==> src/common/ppu_pkg.sv <==
// Package with register map, field positions, reset values and widths of the pulse pattern unit.
package ppu_pkg;
    // Bus and data widths.
    localparam int ADDR_W    = 3;
    localparam int DATA_W    = 8;
    localparam int GRP_W     = 4;
    localparam int NUM_CH    = 4;
    localparam int SEL_W     = 2;

    // Register offsets.
    localparam logic [ADDR_W-1:0] OFS_NEXT_EN      = 3'h0;
    localparam logic [ADDR_W-1:0] OFS_OUT_DATA     = 3'h1;
    localparam logic [ADDR_W-1:0] OFS_NEXT_DATA    = 3'h2;
    localparam logic [ADDR_W-1:0] OFS_NEXT_DATA_G3 = 3'h3;
    localparam logic [ADDR_W-1:0] OFS_NEXT_DATA_G2 = 3'h4;
    localparam logic [ADDR_W-1:0] OFS_TRIG_SEL     = 3'h5;
    localparam logic [ADDR_W-1:0] OFS_OUT_MODE     = 3'h6;

    // Field positions in trigger_select.
    localparam int TSEL_G3_LO = 6;
    localparam int TSEL_G2_LO = 4;

    // Field positions in output_mode.
    localparam int MODE_G3_DIR = 7;
    localparam int MODE_G2_DIR = 6;
    localparam int MODE_G3_NOV = 3;
    localparam int MODE_G2_NOV = 2;

    // Group bit ranges within the 8-bit output word.
    localparam int G3_LO = 4;
    localparam int G2_LO = 0;

    // Fixed read values of reserved bits.
    localparam logic [DATA_W-1:0] TSEL_RSVD_ONES = 8'h0F;
    localparam logic [DATA_W-1:0] MODE_RSVD_ONES = 8'h30;
    localparam logic [DATA_W-1:0] NDR_G3_RSVD    = 8'h0F;
    localparam logic [DATA_W-1:0] NDR_G2_RSVD    = 8'hF0;
    localparam logic [DATA_W-1:0] READ_NONE      = 8'h00;

    // Reset values.
    localparam logic [DATA_W-1:0] NEXT_EN_RST  = 8'h00;
    localparam logic [DATA_W-1:0] OUT_DATA_RST = 8'h00;
    localparam logic [DATA_W-1:0] NEXT_DATA_RST = 8'h00;
    localparam logic [SEL_W-1:0]  TSEL_FLD_RST = 2'h3;
    localparam logic              DIR_RST      = 1'b1;
    localparam logic              NOV_RST      = 1'b0;
endpackage

==> src/rtl/ppu_trig_sel.sv <==
// Trigger selector that picks one timer channel's match A and match B events.
`timescale 1ns/100ps
module ppu_trig_sel (
    // Channel selection.
    input  wire logic [ppu_pkg::SEL_W-1:0]  sel,
    // Timer events, one bit per channel.
    input  wire logic [ppu_pkg::NUM_CH-1:0] match_a,
    input  wire logic [ppu_pkg::NUM_CH-1:0] match_b,
    input  wire logic [ppu_pkg::NUM_CH-1:0] capture_a,
    input  wire logic [ppu_pkg::NUM_CH-1:0] reg_a_is_capture,
    // Selected events.
    output logic                            trig_a,
    output logic                            trig_b
);
    import ppu_pkg::*;

    // A channel whose register A captures drives the A trigger from the capture event.
    always_comb begin
        trig_a = reg_a_is_capture[sel] ? capture_a[sel] : match_a[sel];
        trig_b = match_b[sel];
    end
endmodule // ppu_trig_sel

==> src/rtl/ppu_group.sv <==
// One 4-bit output group: output data register, transfer logic and pin drive.
`timescale 1ns/100ps
module ppu_group (
    // Clock and reset.
    input  wire logic                      clk,
    input  wire logic                      rst_n,
    // Software write of the output data bits.
    input  wire logic                      wr_en,
    input  wire logic [ppu_pkg::GRP_W-1:0] wr_data,
    // Transfer controls.
    input  wire logic [ppu_pkg::GRP_W-1:0] next_data,
    input  wire logic [ppu_pkg::GRP_W-1:0] enable,
    input  wire logic                      trig_a,
    input  wire logic                      trig_b,
    input  wire logic                      nonoverlap,
    input  wire logic                      direct,
    // State and pin drive.
    output logic      [ppu_pkg::GRP_W-1:0] out_data,
    output logic      [ppu_pkg::GRP_W-1:0] pin
);
    import ppu_pkg::*;

    logic [GRP_W-1:0] out_data_r;
    logic [GRP_W-1:0] out_data_nxt;
    logic [GRP_W-1:0] pin_r;

    // Next value of each output data bit from triggers or software.
    always_comb begin
        out_data_nxt = out_data_r;
        for (int i = 0; i < GRP_W; i++) begin
            if (enable[i]) begin
                if (trig_a) begin
                    out_data_nxt[i] = next_data[i];
                end else if (nonoverlap && trig_b && !next_data[i]) begin
                    out_data_nxt[i] = 1'b0;
                end
            end else if (wr_en) begin
                out_data_nxt[i] = wr_data[i];
            end
        end
    end

    // Output data register, updated on the edge that samples the trigger pulse.
    always_ff @(posedge clk) begin
        if (!rst_n) begin
            out_data_r <= OUT_DATA_RST[GRP_W-1:0];
        end else begin
            out_data_r <= out_data_nxt;
        end
    end

    // Pin register follows the new data so pins move with the data register.
    always_ff @(posedge clk) begin
        if (!rst_n) begin
            pin_r <= OUT_DATA_RST[GRP_W-1:0];
        end else begin
            pin_r <= direct ? out_data_nxt : ~out_data_nxt;
        end
    end

    assign out_data = out_data_r;
    assign pin      = pin_r;
endmodule // ppu_group

==> src/rtl/ppu_top.sv <==
// Top of the pulse pattern unit: register file, trigger routing, two output groups and checks.
`timescale 1ns/100ps
module ppu_top (
    // Clock and reset.
    input  wire logic                           CLK,
    input  wire logic                           RST_N,
    // Register port.
    input  wire logic [ppu_pkg::ADDR_W-1:0]     ADDR,
    input  wire logic [ppu_pkg::DATA_W-1:0]     WDATA,
    input  wire logic                           WR,
    input  wire logic                           RD,
    output logic      [ppu_pkg::DATA_W-1:0]     RDATA,
    // Power control: high while the unit is in module stop.
    input  wire logic                           MODULE_STOP,
    // Timer events, one-cycle pulses per channel, and capture configuration level.
    input  wire logic [ppu_pkg::NUM_CH-1:0]     MATCH_A,
    input  wire logic [ppu_pkg::NUM_CH-1:0]     MATCH_B,
    input  wire logic [ppu_pkg::NUM_CH-1:0]     CAPTURE_A,
    input  wire logic [ppu_pkg::NUM_CH-1:0]     REG_A_IS_CAPTURE,
    // Pin sharing: high where another peripheral drives the pin.
    input  wire logic [ppu_pkg::DATA_W-1:0]     OTHER_PERIPH_OE,
    // Pulse output pins, bit 7 is output 15 and bit 0 is output 8.
    output logic      [ppu_pkg::DATA_W-1:0]     PULSE_OUT,
    output logic      [ppu_pkg::DATA_W-1:0]     PULSE_OE
);
    import ppu_pkg::*;

    logic [DATA_W-1:0] next_en_r;
    logic [DATA_W-1:0] next_data_r;
    logic [SEL_W-1:0]  g3_sel_r;
    logic [SEL_W-1:0]  g2_sel_r;
    logic              g3_dir_r;
    logic              g2_dir_r;
    logic              g3_nov_r;
    logic              g2_nov_r;
    logic [DATA_W-1:0] rdata_r;
    logic [DATA_W-1:0] rdata_nxt;
    logic [DATA_W-1:0] out_data;
    logic [DATA_W-1:0] pin;
    logic [DATA_W-1:0] tsel_val;
    logic [DATA_W-1:0] mode_val;
    logic              run;
    logic              wr_ok;
    logic              g3_a;
    logic              g3_b;
    logic              g2_a;
    logic              g2_b;

    // The unit only works and answers while module stop is clear.
    assign run   = !MODULE_STOP;
    assign wr_ok = WR && run;

    // Next data enable register.
    always_ff @(posedge CLK) begin
        if (!RST_N) begin
            next_en_r <= NEXT_EN_RST;
        end else if (wr_ok && ADDR == OFS_NEXT_EN) begin
            next_en_r <= WDATA;
        end
    end

    // Next data register, whole or per group.
    always_ff @(posedge CLK) begin
        if (!RST_N) begin
            next_data_r <= NEXT_DATA_RST;
        end else if (wr_ok) begin
            case (ADDR)
                OFS_NEXT_DATA: begin
                    next_data_r <= WDATA;
                end
                OFS_NEXT_DATA_G3: begin
                    next_data_r[G3_LO +: GRP_W] <= WDATA[G3_LO +: GRP_W];
                end
                OFS_NEXT_DATA_G2: begin
                    next_data_r[G2_LO +: GRP_W] <= WDATA[G2_LO +: GRP_W];
                end
                default: begin
                    next_data_r <= next_data_r;
                end
            endcase
        end
    end

    // Trigger select fields; reserved bits are not stored.
    always_ff @(posedge CLK) begin
        if (!RST_N) begin
            g3_sel_r <= TSEL_FLD_RST;
            g2_sel_r <= TSEL_FLD_RST;
        end else if (wr_ok && ADDR == OFS_TRIG_SEL) begin
            g3_sel_r <= WDATA[TSEL_G3_LO +: SEL_W];
            g2_sel_r <= WDATA[TSEL_G2_LO +: SEL_W];
        end
    end

    // Output mode fields; reserved bits are not stored.
    always_ff @(posedge CLK) begin
        if (!RST_N) begin
            g3_dir_r <= DIR_RST;
            g2_dir_r <= DIR_RST;
            g3_nov_r <= NOV_RST;
            g2_nov_r <= NOV_RST;
        end else if (wr_ok && ADDR == OFS_OUT_MODE) begin
            g3_dir_r <= WDATA[MODE_G3_DIR];
            g2_dir_r <= WDATA[MODE_G2_DIR];
            g3_nov_r <= WDATA[MODE_G3_NOV];
            g2_nov_r <= WDATA[MODE_G2_NOV];
        end
    end

    // Read values with reserved bits forced to their fixed levels.
    always_comb begin
        tsel_val = TSEL_RSVD_ONES;
        tsel_val[TSEL_G3_LO +: SEL_W] = g3_sel_r;
        tsel_val[TSEL_G2_LO +: SEL_W] = g2_sel_r;
        mode_val = MODE_RSVD_ONES;
        mode_val[MODE_G3_DIR] = g3_dir_r;
        mode_val[MODE_G2_DIR] = g2_dir_r;
        mode_val[MODE_G3_NOV] = g3_nov_r;
        mode_val[MODE_G2_NOV] = g2_nov_r;
    end

    // Read multiplexer; unmapped or stopped reads return zero.
    always_comb begin
        rdata_nxt = READ_NONE;
        if (RD && run) begin
            case (ADDR)
                OFS_NEXT_EN:      rdata_nxt = next_en_r;
                OFS_OUT_DATA:     rdata_nxt = out_data;
                OFS_NEXT_DATA:    rdata_nxt = next_data_r;
                OFS_NEXT_DATA_G3: rdata_nxt = next_data_r | NDR_G3_RSVD;
                OFS_NEXT_DATA_G2: rdata_nxt = next_data_r | NDR_G2_RSVD;
                OFS_TRIG_SEL:     rdata_nxt = tsel_val;
                OFS_OUT_MODE:     rdata_nxt = mode_val;
                default:          rdata_nxt = READ_NONE;
            endcase
        end
    end

    // Read data stand only in the cycle after the strobe.
    always_ff @(posedge CLK) begin
        if (!RST_N) begin
            rdata_r <= READ_NONE;
        end else begin
            rdata_r <= rdata_nxt;
        end
    end

    assign RDATA = rdata_r;

    // Trigger routing for group 3.
    ppu_trig_sel u_sel_g3 (
        .sel              (g3_sel_r),
        .match_a          (MATCH_A & {NUM_CH{run}}),
        .match_b          (MATCH_B & {NUM_CH{run}}),
        .capture_a        (CAPTURE_A & {NUM_CH{run}}),
        .reg_a_is_capture (REG_A_IS_CAPTURE),
        .trig_a           (g3_a),
        .trig_b           (g3_b)
    );

    // Trigger routing for group 2.
    ppu_trig_sel u_sel_g2 (
        .sel              (g2_sel_r),
        .match_a          (MATCH_A & {NUM_CH{run}}),
        .match_b          (MATCH_B & {NUM_CH{run}}),
        .capture_a        (CAPTURE_A & {NUM_CH{run}}),
        .reg_a_is_capture (REG_A_IS_CAPTURE),
        .trig_a           (g2_a),
        .trig_b           (g2_b)
    );

    // Group 3 drives outputs 15 to 12.
    ppu_group u_grp3 (
        .clk        (CLK),
        .rst_n      (RST_N),
        .wr_en      (wr_ok && ADDR == OFS_OUT_DATA),
        .wr_data    (WDATA[G3_LO +: GRP_W]),
        .next_data  (next_data_r[G3_LO +: GRP_W]),
        .enable     (next_en_r[G3_LO +: GRP_W]),
        .trig_a     (g3_a),
        .trig_b     (g3_b),
        .nonoverlap (g3_nov_r),
        .direct     (g3_dir_r),
        .out_data   (out_data[G3_LO +: GRP_W]),
        .pin        (pin[G3_LO +: GRP_W])
    );

    // Group 2 drives outputs 11 to 8.
    ppu_group u_grp2 (
        .clk        (CLK),
        .rst_n      (RST_N),
        .wr_en      (wr_ok && ADDR == OFS_OUT_DATA),
        .wr_data    (WDATA[G2_LO +: GRP_W]),
        .next_data  (next_data_r[G2_LO +: GRP_W]),
        .enable     (next_en_r[G2_LO +: GRP_W]),
        .trig_a     (g2_a),
        .trig_b     (g2_b),
        .nonoverlap (g2_nov_r),
        .direct     (g2_dir_r),
        .out_data   (out_data[G2_LO +: GRP_W]),
        .pin        (pin[G2_LO +: GRP_W])
    );

    // Pins are ours only where pulse output is enabled and no other peripheral claims them.
    assign PULSE_OUT = pin;
    assign PULSE_OE  = next_en_r & ~OTHER_PERIPH_OE & {DATA_W{run}};
endmodule // ppu_top

==> config.mk <==
export PLATFORM = sky130hd
export DESIGN_NAME = ppu_top
export DESIGN_NICKNAME = d
export VERILOG_FILES = /design/src/common/ppu_pkg.sv /design/src/rtl/ppu_trig_sel.sv /design/src/rtl/ppu_group.sv /design/src/rtl/ppu_top.sv
export SDC_FILE = /design/constraint.sdc
export NUM_CORES = 1
export LEC_CHECK = 0
export ABC_AREA = 1
export BUFFER_PORTS_ARGS = -buffer_cell sky130_fd_sc_hd__buf_2
export CORE_MARGIN = 3
export CORE_UTILIZATION = 57
export DETAILED_ROUTE_END_ITERATION = 10
export HOLD_SLACK_MARGIN = 0.03
export PLACE_DENSITY = 0.85
export SKIP_LAST_GASP = 1
export SLEW_MARGIN = 5
export SYNTH_ARGS = -nofsm -noshare
export SYNTH_HDL_FRONTEND = slang
export SYNTH_SLANG_ARGS = --single-unit
==> constraint.sdc <==
create_clock -name CLK -period 1.95 [get_ports CLK]
set_input_delay 0.0975 -clock CLK [delete_from_list [all_inputs] [get_ports CLK]]
set_output_delay 0.0975 -clock CLK [all_outputs]
set_load 0.02 [all_outputs]
* Word-level counts from Yosys, hierarchy flattened *
Cells that the tools add are included.

word-level totals
  register bits = 48
  input port bits = 40
  output and inout bits = 24
  word-level logic and storage cells = 114

cells by class
  magnitude comparators = 2
  equality and inequality tests = 6
  muxes and demuxes = 53
  bitwise logic cells = 8
  reductions and logical operators = 31

operators by type and width
  operator                                                     number
  one-hot mux 8 bit (7 select lines)                           1
  2-to-1 mux 1 bit                                             42
  AND 8 bit                                                    2
  binary-select mux 1 bit (select 2 bit)                       8
  logical AND 1 bit                                            16
  AND 4 bit                                                    3
  == test 3 bit (second input constant)                        3
  logical NOT 1 bit                                            9
  2-to-1 mux 4 bit                                             2
  inverter 4 bit                                               2
  inverter 8 bit                                               1
  == test 3 x 2 -> 1 bit (second input constant)               2
  less-than comparator 2 x 3 -> 1 bit (second input constant)  2
  AND reduction 2 bit                                          3
  OR reduction 2 bit                                           2
  == test 3 x 1 -> 1 bit (second input constant)               1
  logical NOT 3 bit                                            1

* Logic depth before layout (Yosys ltp) *
  depth in word-level cells = 11
  gate-level depth with buffers = 10
  gate-level depth less buffers = 10

* Hierarchy *
Synthesis repeated with hierarchy kept, for this count alone.

unflattened totals
  cell total of the unflattened synthesis = 508
  area, all modules = 3131.8 µm²

modules (own cells, without submodules)
  module        instances  cells an instance  area an instance (µm²)  sequential area each (µm²)
  ppu_top       1          262                1775.5                  640.6
  ppu_group     2          78                 476.7                   160.2
  ppu_trig_sel  2          45                 201.4                   0.0

* Worst setup path after synthesis *
OpenSTA, ideal clock, no wires.

  path type = reg-to-reg
  start point = register g2_sel_r[0]
  end point = register u_grp2.pin_r[3] (netlist: u_grp2.pin[3])
  setup time = 0.115 ns
  arrival time = 1.121 ns
  data required time = 1.835 ns
  setup slack = 0.714 ns
  cell stages (with the launch flop) = 10
  path buffers = 0
  period minus slack after synthesis = 1.236 ns
  cell sequence = dfxtp_1 -> inv_1 -> nand3_1 -> nand3_1 -> nand4_1 -> nand2_1 -> nand2_1 -> nand3_2 -> a21oi_1 -> nor2_1

between the ends
  word-level cells in the longest chain between the ends = 9
  elaborated cells on any way between the ends = 16
  classes of those cells = mux: 13; bitwise: 1; reduce/logical: 2

ends and longest elaborated chain
  element                                 line                RTL
  start: declaration                      ppu_top.sv:31       logic [SEL_W-1:0] g2_sel_r;
  start signal: assignment                ppu_top.sv:91       g2_sel_r <= WDATA[TSEL_G2_LO +: SEL_W];
  binary-select mux 1 bit (select 2 bit)  ppu_trig_sel.sv:20  trig_b = match_b[sel];
  2-to-1 mux 1 bit (not written as such)  ppu_trig_sel.sv:20
  logical AND 1 bit (2 in series)         ppu_group.sv:34     end else if (nonoverlap && trig_b && !next_data[i]) begin
  2-to-1 mux 1 bit                        ppu_group.sv:34
  2-to-1 mux 1 bit (*)                    ppu_group.sv:32     if (trig_a) begin
  2-to-1 mux 1 bit (*)                    ppu_group.sv:31     if (enable[i]) begin
  inverter 4 bit                          ppu_group.sv:57     pin_r <= direct ? out_data_nxt : ~out_data_nxt;
  2-to-1 mux 4 bit (*)                    ppu_group.sv:57
  end signal: assignment                  ppu_group.sv:55     pin_r <= OUT_DATA_RST[GRP_W-1:0];
  end signal: assignment                  ppu_group.sv:57
  end: declaration                        ppu_group.sv:25     logic [GRP_W-1:0] pin_r;

Every way passes the cells marked *; elsewhere a longest branch is shown, timed or not. The select of a mux whose other input is x is not followed.
A chain may end at the register's enable or synchronous reset.

* Final worst setup path *
  start point = register g2_sel_r[0]
  end point = register u_grp2.pin_r[1] (netlist: u_grp2.pin[1])

The elaborated chain is that of the path after synthesis.

==> results.py <==
metrics = {
    "finish": {
        "fillers": 350,
        "stdcell_count": 459,
        "antenna_cells": 0,
        "drive_gt1_frac": 0.2738,
        "syn_to_final_growth_pct": 16.31,
        "nets": 448,
        "post-route-util": 0.7205,
        "seq_area_sq_um": 960.9,
        "multiInputGateArea_sq_um": 1370,
    },
    "clock_network": {
        "cts.sinks": 48,
        "cts_buffers": 5,
        "cts_max_path_buffers": 2,
        "cts.hold.buffers_added": 0,
        "clock_latency_ns": 0.30,
        "clk_pin_slew_ns": 0.08,
        "cts_root_buffer": "clkbuf_8",
        "cts.repair.resized": 0,
        "cts_setup_buffers": 0,
        "cts_max_level": 2,
        "cts_tree": "yes",
    },
    "worst_hold_path": {
        "min-delay-path-class": "in -> reg",
        "min_from": "WDATA[5]",
    },
    "placement": {
        "place_inst": 451,
        "hpwlAfterDp_um": 5227,
        "io_buffers": 63,
        "gp_congestion": 0.9603,
        "preCtsSetupSlack_ns": 0.4341,
    },
    "global_routing": {
        "antenna_found_initial": 0,
        "gr-usage-all-layers": 0.2638,
        "grt_overflow": 0,
        "grt_pass1_wl_um": 10970,
        "grt_max_degree": 20,
        "grt_pass1_vias": 2298,
    },
    "synth": {
        "synth_most_common_cell": "dfxtp_1",
        "synth_edf_count": 0,
        "synth_top_cell_area_share": 0.3717,
        "synthCells": 346,
        "synth_area_sq_um": 2585,
        "ys.flop_type": "dfxtp_1",
        "synth_warnings": 0,
        "synth_cell_types": 31,
        "synth_area_leader_cell": "dfxtp_1",
        "seq_area_frac_synth": 0.3717,
        "syn-num-nets": 386,
        "synthArstFlopShare": 0,
        "synth.avg_cell_area_sq_um": 7.471,
        "synth_common_cells": "48 x dfxtp_1, 47 x a21oi_1, 44 x inv_1",
        "synth_area_leaders": "dfxtp_1 37%, a21oi_1 9.1%, nand3_1 6.6%",
        "ys_ff_latch": 48,
    },
    "worst_setup_path": {
        "path_max_fanout": 6,
        "cp.arrival_ns": 1.72,
        "crit_type": "reg -> reg",
        "start_kind": "register",
        "rrSetupSlack_ns": 0.43,
        "rr_startpoint": "g2_sel_r[0]$_SDFFE_PN1P_",
        "cp-startpoint": "g2_sel_r[0]$_SDFFE_PN1P_",
        "crit_required_ns": 2.15,
        "endpoint_kind": "register",
    },
    "sta": {
        "max_slew_margin": 0.4990,
        "tightest_slew_ns": 0.7325,
        "setup-tns-final_ns": 0,
        "finalMaxSlewViolations": 0,
        "hold_ws_ns": 0.06099,
        "hold_viol_final": 0,
        "fin_crit_ns": 1.524,
        "setup_viol": 0,
        "skew_ns": 0.005103,
        "final.setup.worst_slack_ns": 0.4256,
        "fin_crit_sh": 0.7817,
        "timing.fmax_mhz": 656.0,
        "rsz0062_at_grt": "no",
    },
    "power": {
        "p_leak_nw": 1.357,
        "ir_drop_uv": 578.5,
        "power_density_nw_per_um2": 682.2,
    },
    "routing": {
        "ant_nets": 0,
        "drt_wl_total_um": 6947,
        "drc_errors": 0,
        "wire_per_inst_um": 15.14,
        "vias_per_cell": 5.832,
        "drtIter0Drc": 245,
        "vias": 2677,
        "first_pass_iters": 5,
    },
    "floorplan": {
        "rows": 23,
        "start_util": 0.6195,
        "io_pins": 64,
        "core_area_sq_um": 4173,
        "die_w_um": 73.34,
        "die_y_um": 73.34,
        "die_area_sq_um": 5379,
    },
    "run_status": {
        "run_status": "finished, final reports clean",
    },
    "flow_run": {
        "max_cap_violations": 0,
    },
}
-- registers in the layout (all words and copies together) (netlist names) --
| register | cells |
|---|---|
| RDATA | 8 |
| g2_dir_r | 1 |
| g2_nov_r | 1 |
| g2_sel_r | 2 |
| g3_dir_r | 1 |
| g3_nov_r | 1 |
| g3_sel_r | 2 |
| next_data_r | 8 |
| next_en_r | 8 |
| u_grp2.out_data | 4 |
| u_grp2.pin | 4 |
| u_grp3.out_data | 4 |
| u_grp3.pin | 4 |
-- critical path: stages, from the launching register on --
cell	delay, ns
dfxtp_1	0.41
inv_1	0.14
nand3_1	0.09
nand3_1	0.17
nand4_1	0.16
nand2_1	0.06
nand2_1	0.07
nand3_2	0.10
a21oi_1	0.15
nor2_1	0.06
-- layer usage --
metal / share of wire / up-vias / track usage
met5: 0 / - / 0
met2: 0.45 / 153 / 0.4012
li1: - / 1319 / -
met3: 0.12 / 14 / 0.06156
met4: 0.013 / 0 / 0.08451
met1: 0.42 / 1191 / 0.3691
-- path summary, 6_finish.rpt --
| kind | endpoint | cells past startpoint |
|---|---|---|
| setup / recovery | u_grp2.pin[1]$_SDFF_PN0_ | 9 |
| hold / removal | g2_sel_r[1]$_SDFFE_PN1P_ | 3 |
| setup reg to reg | u_grp2.pin[1]$_SDFF_PN0_ | 9 |
| hold reg to reg | RDATA[0]$_SDFF_PN0_ | 2 |
-- cell type report --
cell class                 count  area share
timing repair buffer          64      0.1074
multi-input combinational    241      0.4557
inverter                      48     0.06076
clock inverter                 2     0.01165
sequential                    48      0.3196
clock buffer                   6     0.02414
tap                           50     0.02081
-- cell usage in the layout, fill, tap and decap left out --
cell type	instances
clkbuf_1	1
nand2_2	5
o21ai_0	24
o22ai_1	8
bufinv_16	1
inv_4	1
clkinv_2	1
nand3_2	16
a2111oi_2	2
inv_1	44
o21ai_1	5
nand3_1	34
a21oi_1	47
nand2_1	32
buf_4	1
a2111oi_0	3
nor3_1	8
nand4_1	8
dfxtp_1	48
o21ai_2	3
nor2_1	31
o221ai_1	1
nand3_4	3
nor2_2	1
a21oi_2	2
nor2_4	2
nand2_4	2
a211oi_1	3
clkbuf_8	5
buf_2	63
inv_2	3
nor3_4	1
-- power breakdown --
part | internal, W | switching (W)
clock | 0.000381 | 0.000326
sequential | 0.00101 | 0.0000179
combinational | 0.000110 | 0.000207
-- logic make-up after synthesis --
kind of cell           Yosys count  share of synthesized area
and+or+nand+nor                143                     0.3127
buffers and inverters           57                    0.09826
AOI/OAI and AO/OA               98                     0.2173
DFF                             48                     0.3717
-- per-stage QoR --
| stage | power [W] | instance area, sq um |
|---|---|---|
| final | 0.002051 | 3007 |
| after global routing | 0.002132 | 3007 |
| after CTS | 0.002055 | 3007 |
| after detailed placement | 0.001360 | 2899 |
| after global placement | 0.001354 | 2899 |
| after floorplan | 0.001253 | 2585 |
Note: power is estimated with default switching activity, not from simulation.
